==> config.mk <==
export PLATFORM = sky130hd
export DESIGN_NAME = breaker_failure_protection
export DESIGN_NICKNAME = d
export VERILOG_FILES = /design/src/cbf_pkg.sv /design/src/breaker_failure_protection.sv
export SDC_FILE = /design/constraint.sdc
export NUM_CORES = 1
export LEC_CHECK = 0
export BUFFER_PORTS_ARGS = -buffer_cell sky130_fd_sc_hd__buf_2
export CAP_MARGIN = 30
export CORE_AREA = 2 2 245 368
export CTS_BUF_LIST = sky130_fd_sc_hd__clkbuf_4 sky130_fd_sc_hd__clkbuf_8
export CTS_CLUSTER_DIAMETER = 120
export DETAILED_ROUTE_END_ITERATION = 10
export DIE_AREA = 0 0 247 370
export PLACE_DENSITY = 0.6
export SETUP_SLACK_MARGIN = 0.3
export SYNTH_ARGS = -nofsm -noshare
export SYNTH_HDL_FRONTEND = slang
export SYNTH_SLANG_ARGS = --single-unit
==> constraint.sdc <==
create_clock -name mclk_in -period 21.2 [get_ports mclk_in]
set_input_delay 2.12 -clock mclk_in [delete_from_list [all_inputs] [get_ports mclk_in]]
set_output_delay 2.12 -clock mclk_in [all_outputs]
set_load 0.005 [all_outputs]
==> src/cbf_pkg.sv <==
`default_nettype none
package cbf_pkg;
  // current magnitudes are unsigned counts of 0.001 x nominal current
  localparam int unsigned MAG_W = 16;
  // delays are counts of 5 ms program-cycle ticks
  localparam int unsigned DLY_W = 19;
  localparam int unsigned TICK_MS = 5;
  localparam int unsigned CLK_HZ = 20000000;
  // program-cycle length in clocks, derived from the tick time and the clock rate
  localparam int unsigned TICK_CYC = (CLK_HZ / 1000) * TICK_MS;
  localparam int unsigned TCNT_W = 17;
  // setting steps, in magnitude units
  localparam logic [MAG_W-1:0] PH_STEP = 16'h000A;
  localparam logic [MAG_W-1:0] RES_STEP = 16'h0001;
  // defaults: phase 0.20 In, residual 1.200 In
  localparam logic [MAG_W-1:0] PH_SET_RST = 16'h00C8;
  localparam logic [MAG_W-1:0] RES_SET_RST = 16'h04B0;
  // defaults: retrip 0.100 s = 20 ticks, breaker failure 0.200 s = 40 ticks
  localparam logic [DLY_W-1:0] RETRIP_RST = 19'h00014;
  localparam logic [DLY_W-1:0] BF_RST = 19'h00028;
  // release ratio 97 percent, applied as value * 97 / 100
  localparam int unsigned REL_NUM = 97;
  localparam int unsigned REL_DEN = 100;
  // residual source selection
  typedef enum logic [1:0] {
    RES_OFF = 2'h0,
    RES_ONE = 2'h1,
    RES_TWO = 2'h2,
    RES_CALC = 2'h3
  } res_sel_t;
  // operating mode bits: [0] current, [1] signal, [2] output relay, [3] 1 = and, 0 = or
  localparam int unsigned MODE_CUR = 0;
  localparam int unsigned MODE_SIG = 1;
  localparam int unsigned MODE_DO = 2;
  localparam int unsigned MODE_AND = 3;
  localparam logic [3:0] MODE_RST = 4'h1;
  // condition indication
  typedef enum logic [2:0] {
    COND_NORMAL = 3'h0,
    COND_START = 3'h1,
    COND_RETRIP = 3'h2,
    COND_BF = 3'h3,
    COND_BLOCKED = 3'h4
  } cond_t;
endpackage
`default_nettype wire

==> src/breaker_failure_protection.sv <==
// Function
// - compare each phase and residual to threshold
// - drop out below 97 percent of threshold
// - one phase threshold, any phase picks up
// - residual source select, default not used
// - mode selects current/signal/relay and/or combos
// - phase threshold steps 0.01, default 0.20
// - residual threshold steps 0.001, default 1.200
// - readable condition: normal/start/retrip/failure/blocked
// - sample block input at cycle start
// - unblocked pick-up asserts start, starts timing
// - blocked pick-up shows blocked, no timing
// - late blocking drops start, releases timers
// - one pick-up starts both timers
// - retrip enable, default on, disables output
// - retrip after retrip delay, 5 ms steps
// - failure output after failure delay, default 0.2s
// - current mode runs on current only
// - current-and-relay waits for relay, clears either
// - current-or-relay clears only when both end
// - settings accepted while running
// - magnitudes refreshed on 5 ms base
// - forcing overrides condition indication
//
// The placing of the registers and register access over Avalon-MM were decided locally.
`timescale 1ns/100ps
`default_nettype none
module breaker_failure_protection
  import cbf_pkg::*;
#(
  // program-cycle length in clocks, shortened only by test benches
  parameter int unsigned TICK_LEN = TICK_CYC
)
(
  // clock, reset, enable
  input wire logic mclk_in,
  input wire logic rst_b_in,
  input wire logic clk_en_in,
  // magnitudes from the measurement front end, same clock
  input wire logic [MAG_W-1:0] phase_a_mag_in,
  input wire logic [MAG_W-1:0] phase_b_mag_in,
  input wire logic [MAG_W-1:0] phase_c_mag_in,
  input wire logic [MAG_W-1:0] residual_input_one_in,
  input wire logic [MAG_W-1:0] residual_input_two_in,
  input wire logic [MAG_W-1:0] calculated_residual_in,
  // external binary signals, asynchronous
  input wire logic block_in,
  input wire logic signal_trip_in,
  input wire logic relay_trip_in,
  // Avalon-MM slave
  input wire logic [3:0] avs_address_in,
  input wire logic avs_read_in,
  input wire logic avs_write_in,
  input wire logic [31:0] avs_writedata_in,
  output logic [31:0] avs_readdata_out,
  output logic avs_waitrequest_out,
  // protection outputs
  output logic start_out,
  output logic retrip_out,
  output logic breaker_failure_output_out,
  output logic blocked_out,
  output logic tick_out,
  output logic [2:0] condition_out
);

  // register byte offsets
  localparam logic [3:0] REG_CTRL = 4'h0;
  localparam logic [3:0] REG_PH_SET = 4'h4;
  localparam logic [3:0] REG_RES_SET = 4'h8;
  localparam logic [3:0] REG_RETRIP = 4'hC;
  // second bank via bit offsets within the same word window is avoided: status shares CTRL reads
  localparam logic [31:0] RD_UNMAPPED = 32'h0000_0000;
  // control word field positions
  localparam int unsigned F_MODE = 0;
  localparam int unsigned F_RES = 4;
  localparam int unsigned F_RT_EN = 6;
  localparam int unsigned F_FRC_EN = 7;
  localparam int unsigned F_FRC = 8;
  localparam int unsigned F_BF = 12;
  localparam int unsigned F_COND = 16;

  // all state in one struct
  typedef struct packed {
    logic [2:0] blk_s;        // block synchroniser, [0] first stage
    logic [2:0] sig_s;        // signal synchroniser
    logic [2:0] rly_s;        // relay synchroniser
    logic [TCNT_W-1:0] tcnt;  // program-cycle divider
    logic tick;               // program-cycle pulse
    logic blk;                // block sampled at cycle start
    logic [3:0] pu;           // per-element picked-up state, [3] residual
    logic start;
    logic blocked;
    logic [DLY_W-1:0] rt_cnt; // retrip timer
    logic [DLY_W-1:0] bf_cnt; // failure timer
    logic retrip;
    logic bf;
    logic [3:0] mode;
    res_sel_t res_sel;
    logic rt_en;
    logic frc_en;
    cond_t frc;
    logic [MAG_W-1:0] ph_set;
    logic [MAG_W-1:0] res_set;
    logic [DLY_W-1:0] rt_dly;
    logic [DLY_W-1:0] bf_dly;
    logic ack;                // bus answer stage
    logic [31:0] rdata;
  } state_t;

  state_t s_q, s_d;
  logic [MAG_W-1:0] mag [4];  // element magnitudes
  logic [MAG_W-1:0] thr [4];  // element thresholds
  logic [3:0] pu_n;           // next pick-up per element
  logic cur_pu, crit, pickup;
  cond_t cond;

  assign mag[0] = phase_a_mag_in;
  assign mag[1] = phase_b_mag_in;
  assign mag[2] = phase_c_mag_in;
  assign thr[0] = s_q.ph_set;
  assign thr[1] = s_q.ph_set;
  assign thr[2] = s_q.ph_set;
  assign thr[3] = s_q.res_set;

  // residual source selection
  always_comb begin
    unique case (s_q.res_sel)
      RES_ONE: mag[3] = residual_input_one_in;
      RES_TWO: mag[3] = residual_input_two_in;
      RES_CALC: mag[3] = calculated_residual_in;
      RES_OFF: mag[3] = '0;
    endcase
  end

  // per-element pick-up with 97 percent release
  genvar gi;
  for (gi = 0; gi < 4; gi++) begin : g_elem
    logic [MAG_W+7:0] rel_lim;
    assign rel_lim = (MAG_W+8)'((32'(thr[gi]) * REL_NUM) / REL_DEN);
    always_comb begin
      if (gi == 3 && s_q.res_sel == RES_OFF) begin
        pu_n[gi] = 1'b0;
      end else if (mag[gi] > thr[gi]) begin
        pu_n[gi] = 1'b1;
      end else if ((MAG_W+8)'(mag[gi]) < rel_lim) begin
        pu_n[gi] = 1'b0;
      end else begin
        pu_n[gi] = s_q.pu[gi];
      end
    end
  end

  // combine criteria per operating mode
  always_comb begin
    logic c_ok, s_ok, d_ok, c_or, s_or, d_or;
    c_ok = 1'b1;
    s_ok = 1'b1;
    d_ok = 1'b1;
    c_or = 1'b0;
    s_or = 1'b0;
    d_or = 1'b0;
    cur_pu = |s_q.pu;
    if (s_q.mode[MODE_CUR]) begin
      c_ok = cur_pu;
      c_or = cur_pu;
    end
    if (s_q.mode[MODE_SIG]) begin
      s_ok = s_q.sig_s[2];
      s_or = s_q.sig_s[2];
    end
    if (s_q.mode[MODE_DO]) begin
      d_ok = s_q.rly_s[2];
      d_or = s_q.rly_s[2];
    end
    // and: all selected must hold (relay holds timers)
    // or: any selected keeps timing, clears when all end
    if (s_q.mode[MODE_AND]) begin
      crit = c_ok & s_ok & d_ok & (s_q.mode[2:0] != 3'h0);
    end else begin
      crit = c_or | s_or | d_or;
    end
  end

  // condition indication and forcing
  always_comb begin
    if (s_q.blocked) cond = COND_BLOCKED;
    else if (s_q.bf) cond = COND_BF;
    else if (s_q.retrip) cond = COND_RETRIP;
    else if (s_q.start) cond = COND_START;
    else cond = COND_NORMAL;
    if (s_q.frc_en) begin
      cond = s_q.frc;
    end
  end

  // next-state logic
  always_comb begin
    s_d = s_q;
    pickup = 1'b0;
    // synchronisers: first stage read only by the second
    s_d.blk_s = {s_q.blk_s[1:0], block_in};
    s_d.sig_s = {s_q.sig_s[1:0], signal_trip_in};
    s_d.rly_s = {s_q.rly_s[1:0], relay_trip_in};
    // program-cycle divider for the 5 ms time base
    s_d.tick = 1'b0;
    if (s_q.tcnt == TCNT_W'(TICK_LEN - 1)) begin
      s_d.tcnt = '0;
      s_d.tick = 1'b1;
    end else begin
      s_d.tcnt = s_q.tcnt + 1'b1;
    end
    // evaluation once per program cycle
    if (s_q.tick) begin
      s_d.pu = pu_n;
      s_d.blk = s_q.blk_s[2];
      pickup = crit;
      if (pickup && !s_q.blk_s[2]) begin
        s_d.start = 1'b1;
        s_d.blocked = 1'b0;
        // both timers share the pick-up
        if (s_q.rt_cnt < s_q.rt_dly) s_d.rt_cnt = s_q.rt_cnt + 1'b1;
        if (s_q.bf_cnt < s_q.bf_dly) s_d.bf_cnt = s_q.bf_cnt + 1'b1;
        s_d.retrip = s_q.rt_en && (s_q.rt_cnt + 1'b1 >= s_q.rt_dly);
        s_d.bf = (s_q.bf_cnt + 1'b1 >= s_q.bf_dly);
      end else begin
        // blocked or released: timers, start, retrip and failure clear
        s_d.start = 1'b0;
        s_d.blocked = pickup;
        s_d.rt_cnt = '0;
        s_d.bf_cnt = '0;
        s_d.retrip = 1'b0;
        s_d.bf = 1'b0;
      end
    end
    if (!s_q.rt_en) s_d.retrip = 1'b0;
    // bus: one wait cycle, answer on the second
    s_d.ack = 1'b0;
    if ((avs_read_in || avs_write_in) && !s_q.ack) begin
      s_d.ack = 1'b1;
      s_d.rdata = RD_UNMAPPED;
      unique case (avs_address_in)
        // condition at [18:16], force value at [10:8], gap bits read zero
        REG_CTRL: s_d.rdata = {13'h0000, cond, 5'h00, s_q.frc, s_q.frc_en, s_q.rt_en, s_q.res_sel, s_q.mode};
        REG_PH_SET: s_d.rdata = {16'h0000, s_q.ph_set};
        REG_RES_SET: s_d.rdata = {16'h0000, s_q.res_set};
        REG_RETRIP: s_d.rdata = {s_q.bf_dly[12:0], s_q.rt_dly};
        default: s_d.rdata = RD_UNMAPPED;
      endcase
      if (avs_write_in) begin
        // settings change takes effect while operating
        unique case (avs_address_in)
          REG_CTRL: begin
            s_d.mode = avs_writedata_in[F_MODE +: 4];
            s_d.res_sel = res_sel_t'(avs_writedata_in[F_RES +: 2]);
            s_d.rt_en = avs_writedata_in[F_RT_EN];
            s_d.frc_en = avs_writedata_in[F_FRC_EN];
            s_d.frc = cond_t'(avs_writedata_in[F_FRC +: 3]);
          end
          REG_PH_SET: s_d.ph_set = MAG_W'(avs_writedata_in[15:0] * PH_STEP);
          REG_RES_SET: s_d.res_set = MAG_W'(avs_writedata_in[15:0] * RES_STEP);
          REG_RETRIP: begin
            s_d.rt_dly = avs_writedata_in[DLY_W-1:0];
            // failure delay sits in the top bits, same place it reads back
            s_d.bf_dly = {6'h00, avs_writedata_in[31:DLY_W]};
          end
          default: s_d.ack = 1'b1;
        endcase
      end
    end
  end

  // state register
  always_ff @(posedge mclk_in) begin
    if (!rst_b_in) begin
      s_q <= '0;
      s_q.mode <= MODE_RST;
      s_q.res_sel <= RES_OFF;
      s_q.rt_en <= 1'b1;
      s_q.frc <= COND_NORMAL;
      s_q.ph_set <= PH_SET_RST;
      s_q.res_set <= RES_SET_RST;
      s_q.rt_dly <= RETRIP_RST;
      s_q.bf_dly <= BF_RST;
    end else if (clk_en_in) begin
      s_q <= s_d;
    end
  end

  // outputs
  assign avs_waitrequest_out = !s_q.ack;
  assign avs_readdata_out = s_q.rdata;
  assign start_out = s_q.start;
  assign retrip_out = s_q.retrip;
  assign breaker_failure_output_out = s_q.bf;
  assign blocked_out = s_q.blocked;
  assign tick_out = s_q.tick;
  assign condition_out = cond;

endmodule // breaker_failure_protection
`default_nettype wire

==> run summary, run 1 <==
CTS tree -> built
RSZ-0062 raised after global routing -> true
overall power -> 0.00534 W
GR Overflow Total -> 0
Tcrit/Tclk final -> 95.9%
Peak VDD IR -> 0.212 mV
Routed met1 length -> 52.7 mm
# setup viols final -> 0
Syn Area/Cell -> 7.23 sq um
final max-slew violation count -> 0
met3 routed WL -> 7.78 mm
f_max -> 0.0492 GHz
kind of critical path -> register to register
Post-synth EDFFs -> 0
Data required, critical path -> 21.65 ns
root buffer cell -> clkbuf_8
number of global-route vias before repair -> 38700
Seq pwr share -> 6.4%
Psw -> 0.00301 W
WP buf/inv -> 11
Worst slew margin -> 32.5%
initial antenna violation count -> 10
RD Place Congestion -> 1.05
worst hold-check path type -> register to register
Seq/Total Area, Yosys -> 10.3%
largest family of logic cells by synthesized area -> compound AO/OA/AOI/OAI gates
Pwr Density -> 128 mW/mm^2
H-tree depth -> 4
CP Capture Type -> register
Area after DPL -> 0.0389 sq mm
Warnings, synthesis -> 0
commonest non-fill, non-tap cell in the layout -> nand2_1
routed wl met2 -> 72.3 mm
Mapped Area -> 0.0350 sq mm
CTS clock-pin slew for the worst setup and hold paths -> 0.11 ns
filler cell count in the final layout -> 9026
chip width -> 247 um
endpoints failing hold -> 0
drt total wl -> 144 mm
combinational share of power -> 88.8%
Overall Global Routing Usage -> 29.8%
Final Cell Area -> 0.0417 sq mm
WHS -> 0.456 ns
CP dominant cell by count -> buf_4
First-pass DRT Iterations -> 6
internal power -> 0.00233 W
# Max-Cap Violations -> 0
FFs w/ async S/R, synth -> 0%
layout cells sized above 1 -> 21.8%
XOR/XNOR Fraction of Synth Area -> 8.21%
Die Ht -> 370 um
WL/cell -> 22.4 um
worst-skew pair later-pin latency -> 0.52 ns
dpl hpwl -> 117 mm
clk_skew -> 0.0200 ns
Die Footprint -> 0.0914 sq mm
power share of the clock group -> 4.8%
mux contribution to synthesized area -> 3.29%
Top Ports -> 181
DRC violations left -> 0
Yosys top cell area share -> 12.8%
highest routed metal layer -> met5
Pleak -> 17.2 nW
Initial Utilization -> 39.6%
Multi-input gate area -> 0.0313 sq mm
Least-Margin Pin Slew -> 1.01 ns
vias per cell -> 6.26
Max FO, Critical Path -> 13
Rows -> 134
max incr delay on CP -> 0.70 ns
Port-buffer cells -> 180
post-layout util -> 47.2%
WP data arrival -> 20.78 ns
Sw Ratio -> 56.4%
cells after synthesis -> 4841
global-route wire length before repair -> 215 mm
DR vias -> 40200
largest net degree at the start of global routing -> 64
Syn Nets -> 5354
Netlist cell types -> 152
Main synth FF type -> dfxtp_1
Startpoint Class -> register
hold-fix buffers at CTS -> 0
maximum root-to-sink buffer count -> 2
sequential cell area -> 0.00361 sq mm
Synth area leader -> ha_1
CTS buffer count -> 17
Fin Setup TNS -> 0 ns
Tmin final -> 20.33 ns
Synth Area in Simple Gates -> 28.1%
most frequent cells in the layout -> 471 x nand2_1, 422 x nor2_1, 415 x buf_4
Adder-Cell Fraction of Synth Area -> 13.7%
crit path max-delay cell type -> or4b_2
Final ANT Viol Nets -> 0
initial drt markers -> 2680
core area -> 0.0884 sq mm
compound-cell area share of the yosys netlist -> 31.3%
status -> finished clean
#FFs+latches synth -> 180
nets -> 5765
CP delay by family, top -> compound AO/OA/AOI/OAI gates
reg2reg setup slack -> 0.87 ns
Synth area leaders -> ha_1 13%, dfxtp_1 10%, a21oi_1 5.5%, nand2_1 5.1%, xnor2_1 4.9%
Clock Sink Count -> 180
Layout area overhead -> 19.0%
==> routing by layer <==
metal	up-vias	track usage (%)
met5	-	0
li1	19100	-
met1	19000	31.7
met3	568	3.32
met4	16	20.5
met2	1503	54.3
==> state kept, by name (all words and copies together), names as in the netlist <==
register,count
s_q,137
breaker_failure_output_out,1
retrip_out,1
tick_out,1
blocked_out,1
start_out,1
avs_readdata_out,32
s_d,6
==> path summary, 6_finish.rpt <==
check | start | endpoint | cells after the start
hold reg to reg | avs_readdata_out[31]$_SDFFE_PN0P_ | avs_readdata_out[31]$_SDFFE_PN0P_ | 2
setup reg to reg | s_q[79]$_SDFFE_PN0P_ | s_q[159]$_SDFFE_PN0P_ | 81
setup / recovery | s_q[79]$_SDFFE_PN0P_ | s_q[159]$_SDFFE_PN0P_ | 81
hold / removal | avs_readdata_out[31]$_SDFFE_PN0P_ | avs_readdata_out[31]$_SDFFE_PN0P_ | 2
==> cells by family (layout without fill, tap and decap cells) <==
logic type	count (synthesis)	count (layout)
multiplexers	109	109
buffers and inverters	402	823
AO/OA/AOI/OAI	1546	1548
other	0	1
AND/OR/NAND/NOR	1915	1916
flip-flops	180	180
XOR/XNOR	314	314
adder cells (fa/ha/maj)	375	375
==> per-stage QoR <==
| stage | worst slack, ns | instances |
|---|---|---|
| floorplan | 0.875 | 4841 |
| global placement | -0.318 | 6304 |
| detailed placement | -0.624 | 6307 |
| CTS | 0.302 | 6344 |
| global route | 0.0200 | 6422 |
| finish | 0.874 | 6422 |
==> timing repair <==
| item | CTS | global route |
|---|---|---|
| resized for setup | 48 | 298 |
| cloned | 0 | 3 |
| buffers inserted | 5 | 73 |
| pin swaps | 7 | 73 |
| endpoints found under the setup margin | 2 | 4 |
==> Yosys cell counts, drive strengths merged (21+ instances only) <==
master   number
a21o         74
mux2i        65
nand2       484
a31oi        70
o211ai       85
nor2b        59
a2111oi      26
and4         24
and3         98
buf          99
o2111ai      26
a22oi        59
or2          46
dfxtp       180
nor2        435
a211o        30
o21ai       283
and2         65
xnor2       203
o31ai        50
a211oi       70
ha          357
mux2         44
or3          56
clkbuf      114
nand3b       29
a21boi       24
a22o         21
o21a         42
nand3       179
a21oi       394
inv         185
nand4        89
or4          30
xor2        108
nor3        138
nor4         46
o31a         26
nand2b       80
==> power by group through the flow <==
stage                     Sequential, W  Clock (W)  Combinational, W
after global placement         0.000350          0           0.00419
after CTS                      0.000343   0.000263           0.00428
after floorplan                0.000350          0           0.00304
after global routing           0.000343   0.000274           0.00512
after detailed placement       0.000351          0           0.00419
final                          0.000343   0.000256           0.00474
==> final cells by class <==
class                   count  area share [%]
repair buffers            602            9.91
clock buffers              18           0.595
clock inverters            14           0.423
flip-flops and latches    180            8.68
inverters                 189            1.74
diodes                      1         0.00601
multi-input cells        4262            75.2
well taps                1156            3.47
==> worst register-to-register path: cells and delay by family, from the launching register on <==
kind                     cells  cell delay, ns
AO/OA/AOI/OAI               35            7.72
XOR/XNOR                     1            0.29
adder cells (fa/ha/maj)      6            1.88
buffers and inverters       11            1.64
flip-flops                   1            0.39
multiplexers                 3            0.87
AND/OR/NAND/NOR             25            7.47
(Power assumes the default switching activity.)
==> run 2: changes to the inputs <==
- PLACE_DENSITY: 0.6 -> 0.58
- clock period: 21.2 -> 25.7 ns (I/O delays scaled with it)
==> run 2 against run 1 <==
Critical endpoint is now s_q[157]$_SDFFE_PN0P_. Maximum frequency fell by 15%. Total power fell by 23%. Sequential share of layout area rose by 0.87 points. Clock skew rose by 0.00085 ns. The flow now finishes with violations (design-rule violations). Register-to-register slack improved by 0.88 ns. First-iteration DRC count rose by 4.1%. Sequential power fell by 17%. Non-clock buffer count fell by 302. Worst setup slack improved by 0.88 ns. Critical path depth fell by 6. Combinational power fell by 23%.
==> run summary, run 2 (synthesized netlist as in run 1, its figures left out) <==
Pwr Density -> 109 mW/mm^2 (-15%)
status -> finished, violations left
Final ANT Viol Nets -> 0 (unchanged)
endpoints failing hold -> 0 (unchanged)
WHS -> 0.460 ns (+0.00368 ns)
Least-Margin Pin Slew -> 1.17 ns (+0.165 ns)
drt total wl -> 140 mm (-3.1%)
CP delay by family, top -> compound AO/OA/AOI/OAI gates
Clock Sink Count -> 180 (unchanged)
# setup viols final -> 0 (unchanged)
met3 routed WL -> 7.21 mm (-7.3%)
power share of the clock group -> 4.9% (about the same)
Initial Utilization -> 39.6% (unchanged)
Pleak -> 15.4 nW (-11%)
Max FO, Critical Path -> 24 (+11)
Tmin final -> 23.94 ns (+3.62 ns)
Psw -> 0.00237 W (-21%)
Peak VDD IR -> 0.165 mV (-22%)
# Max-Cap Violations -> 0 (unchanged)
Top Ports -> 181 (unchanged)
CP Capture Type -> register
crit path max-delay cell type -> dfxtp_1
r2r startpoint -> s_q[92]$_SDFFE_PN0P_
Routed met1 length -> 51.6 mm (-2.0%)
CP dominant cell by count -> ha_1
failing checks -> design-rule violations
routed wl met2 -> 69.8 mm (-3.4%)
Area after DPL -> 0.0371 sq mm (-4.6%)
root buffer cell -> clkbuf_8
filler cell count in the final layout -> 9169 (+1.6%)
Setup crit end -> s_q[157]$_SDFFE_PN0P_
Cell Count, Final, Fillers Out -> 6117 (-4.7%)
Final Cell Area -> 0.0378 sq mm (-9.4%)
Rows -> 134 (unchanged)
CP Launch Point -> s_q[92]$_SDFFE_PN0P_
WP buf/inv -> 9 (-2)
Overall Global Routing Usage -> 29.4% (-0.34 points)
Cells after DPL -> 6073 (-3.7%)
clk_skew -> 0.0209 ns (+0.000846 ns)
Reg2Reg Depth -> 75 (-7.4%)
GR Overflow Total -> 0 (unchanged)
Die Footprint -> 0.0914 sq mm (unchanged)
worst hold-check path type -> register to register
CTS tree -> built
Sw Ratio -> 57.2% (+0.80 points)
highest routed metal layer -> met5
Seq pwr share -> 6.9% (+0.5 points)
maximum root-to-sink buffer count -> 2 (unchanged)
DR vias -> 38600 (-3.9%)
internal power -> 0.00177 W (-24%)
RSZ-0062 raised after global routing -> false
combinational share of power -> 88.3% (-0.5 points)
Tcrit/Tclk final -> 93.2% (-2.7 points)
initial drt markers -> 2789 (+4.1%)
commonest non-fill, non-tap cell in the layout -> nand2_1
First-pass DRT Iterations -> 9 (+3)
max FFs per register -> 137 (unchanged)
chip width -> 247 um (unchanged)
Startpoint Class -> register
core area -> 0.0884 sq mm (unchanged)
f_max -> 0.0418 GHz (-15%)
Die Ht -> 370 um (unchanged)
worst-skew pair later-pin latency -> 0.51 ns (about the same)
layout cells sized above 1 -> 12.6% (-9.2 points)
H-tree depth -> 4 (unchanged)
RD Place Congestion -> 0.997 (-4.7%)
WP data arrival -> 24.30 ns (+3.52 ns)
nets -> 5461 (-5.3%)
final max-slew violation count -> 0 (unchanged)
Biggest register -> s_q
most frequent cells in the layout -> 477 x nand2_1, 430 x nor2_1, 384 x a21oi_1
Fin Setup TNS -> 0 ns (unchanged)
WL/cell -> 22.8 um (+1.7%)
reg2reg setup slack -> 1.76 ns (+0.88 ns)
Layout area overhead -> 7.90%
initial antenna violation count -> 6 (-4)
r2r endpoint -> s_q[157]$_SDFFE_PN0P_
dpl hpwl -> 114 mm (-2.4%)
global-route wire length before repair -> 212 mm (-1.4%)
total stage count of the critical path -> 75 (-7.4%)
Data required, critical path -> 26.06 ns (+4.41 ns)
DRC violations left -> 1 (+1)
number of global-route vias before repair -> 36700 (-5.0%)
CTS buffer count -> 17 (unchanged)
CTS clock-pin slew for the worst setup and hold paths -> 0.11 ns (about the same)
max incr delay on CP -> 0.75 ns (+0.05 ns)
Worst slew margin -> 21.2% (-11 points)
kind of critical path -> register to register
largest net degree at the start of global routing -> 77 (+20%)
Port-buffer cells -> 180 (unchanged)
vias per cell -> 6.31 (+0.85%)
## run 2: cell count changes in the layout (fill, tap and decap cells not counted), sizes merged
cell / before / now
a21o: 75 / 74
bufinv: 1 / 0
clkinv: 9 / 8
o22ai: 19 / 18
or4: 31 / 30
o211ai: 85 / 86
inv: 191 / 194
clkinvlp: 2 / 1
buf: 602 / 299
## run 2: power groups by stage
stage | sequential [W] | combinational, W | clock, W
detailed placement | 0.000290 | 0.00354 | 0
CTS | 0.000283 | 0.00356 | 0.000205
global route | 0.000283 | 0.00394 | 0.000216
finish | 0.000283 | 0.00365 | 0.000202
global placement | 0.000290 | 0.00355 | 0
floorplan | 0.000288 | 0.00251 | 0
## run 2: cell type report
class	instances	area, sq um	share of cell area, %
repair buffers	300	1820	4.83
clock buffers	17	234	0.620
multi-input cells	4260	29800	78.9
inverters	189	717	1.90
flip-flops and latches	180	3600	9.54
clock inverters	14	159	0.421
diodes	1	2.50	0.00663
well taps	1156	1450	3.83
## run 2: repair_timing
| item | in CTS | in global routing |
|---|---|---|
| setup buffers | 0 | 9 |
| hold buffers | 0 | 0 |
| gates resized for setup | 0 | 24 |
| endpoints found under the setup margin | 0 | 1 |
## run 2: worst min path at each step
stage               slack (ns)                                end                               from  cells after the start
detailed placement        0.44  avs_readdata_out[21]$_SDFFE_PN0P_  avs_readdata_out[21]$_SDFFE_PN0P_                      2
CTS                       0.46  avs_readdata_out[21]$_SDFFE_PN0P_  avs_readdata_out[21]$_SDFFE_PN0P_                      2
finish                    0.46  avs_readdata_out[29]$_SDFFE_PN0P_  avs_readdata_out[29]$_SDFFE_PN0P_                      2
global route              0.48  avs_readdata_out[25]$_SDFFE_PN0P_  avs_readdata_out[25]$_SDFFE_PN0P_                      2
floorplan                 0.43  avs_readdata_out[22]$_SDFFE_PN0P_  avs_readdata_out[22]$_SDFFE_PN0P_                      2
global placement          0.44  avs_readdata_out[29]$_SDFFE_PN0P_  avs_readdata_out[29]$_SDFFE_PN0P_                      2
## run 2: worst register-to-register path: cells and delay by family, from the launching register on
| kind | cells | cell delay (ns) |
|---|---|---|
| AOI/OAI and AO/OA | 41 | 12.42 |
| xor gates and xnor gates | 1 | 0.13 |
| adders and majority gates | 6 | 2.11 |
| buffers and inverters | 9 | 1.92 |
| DFF | 1 | 0.75 |
| and+or+nand+nor | 18 | 6.47 |
## run 2: metal layers
| layer | vias to the layer above | global-route usage, % |
|---|---|---|
| li1 | 18400 | - |
| met1 | 18300 | 31.5 |
| met2 | 1354 | 53.7 |
| met3 | 475 | 3.45 |
| met4 | 8 | 19.5 |
| met5 | - | 0 |
## run 2: stage by stage
| step | setup WS [ns] | total power (W) | util [%] |
|---|---|---|---|
| after floorplan | 5.37 | 0.00280 | - |
| after global placement | 1.36 | 0.00384 | 42.0 |
| after detailed placement | 1.19 | 0.00383 | 42.0 |
| after CTS | 1.13 | 0.00405 | 42.5 |
| after global routing | 0.321 | 0.00444 | 42.7 |
| final | 1.76 | 0.00413 | 42.7 |
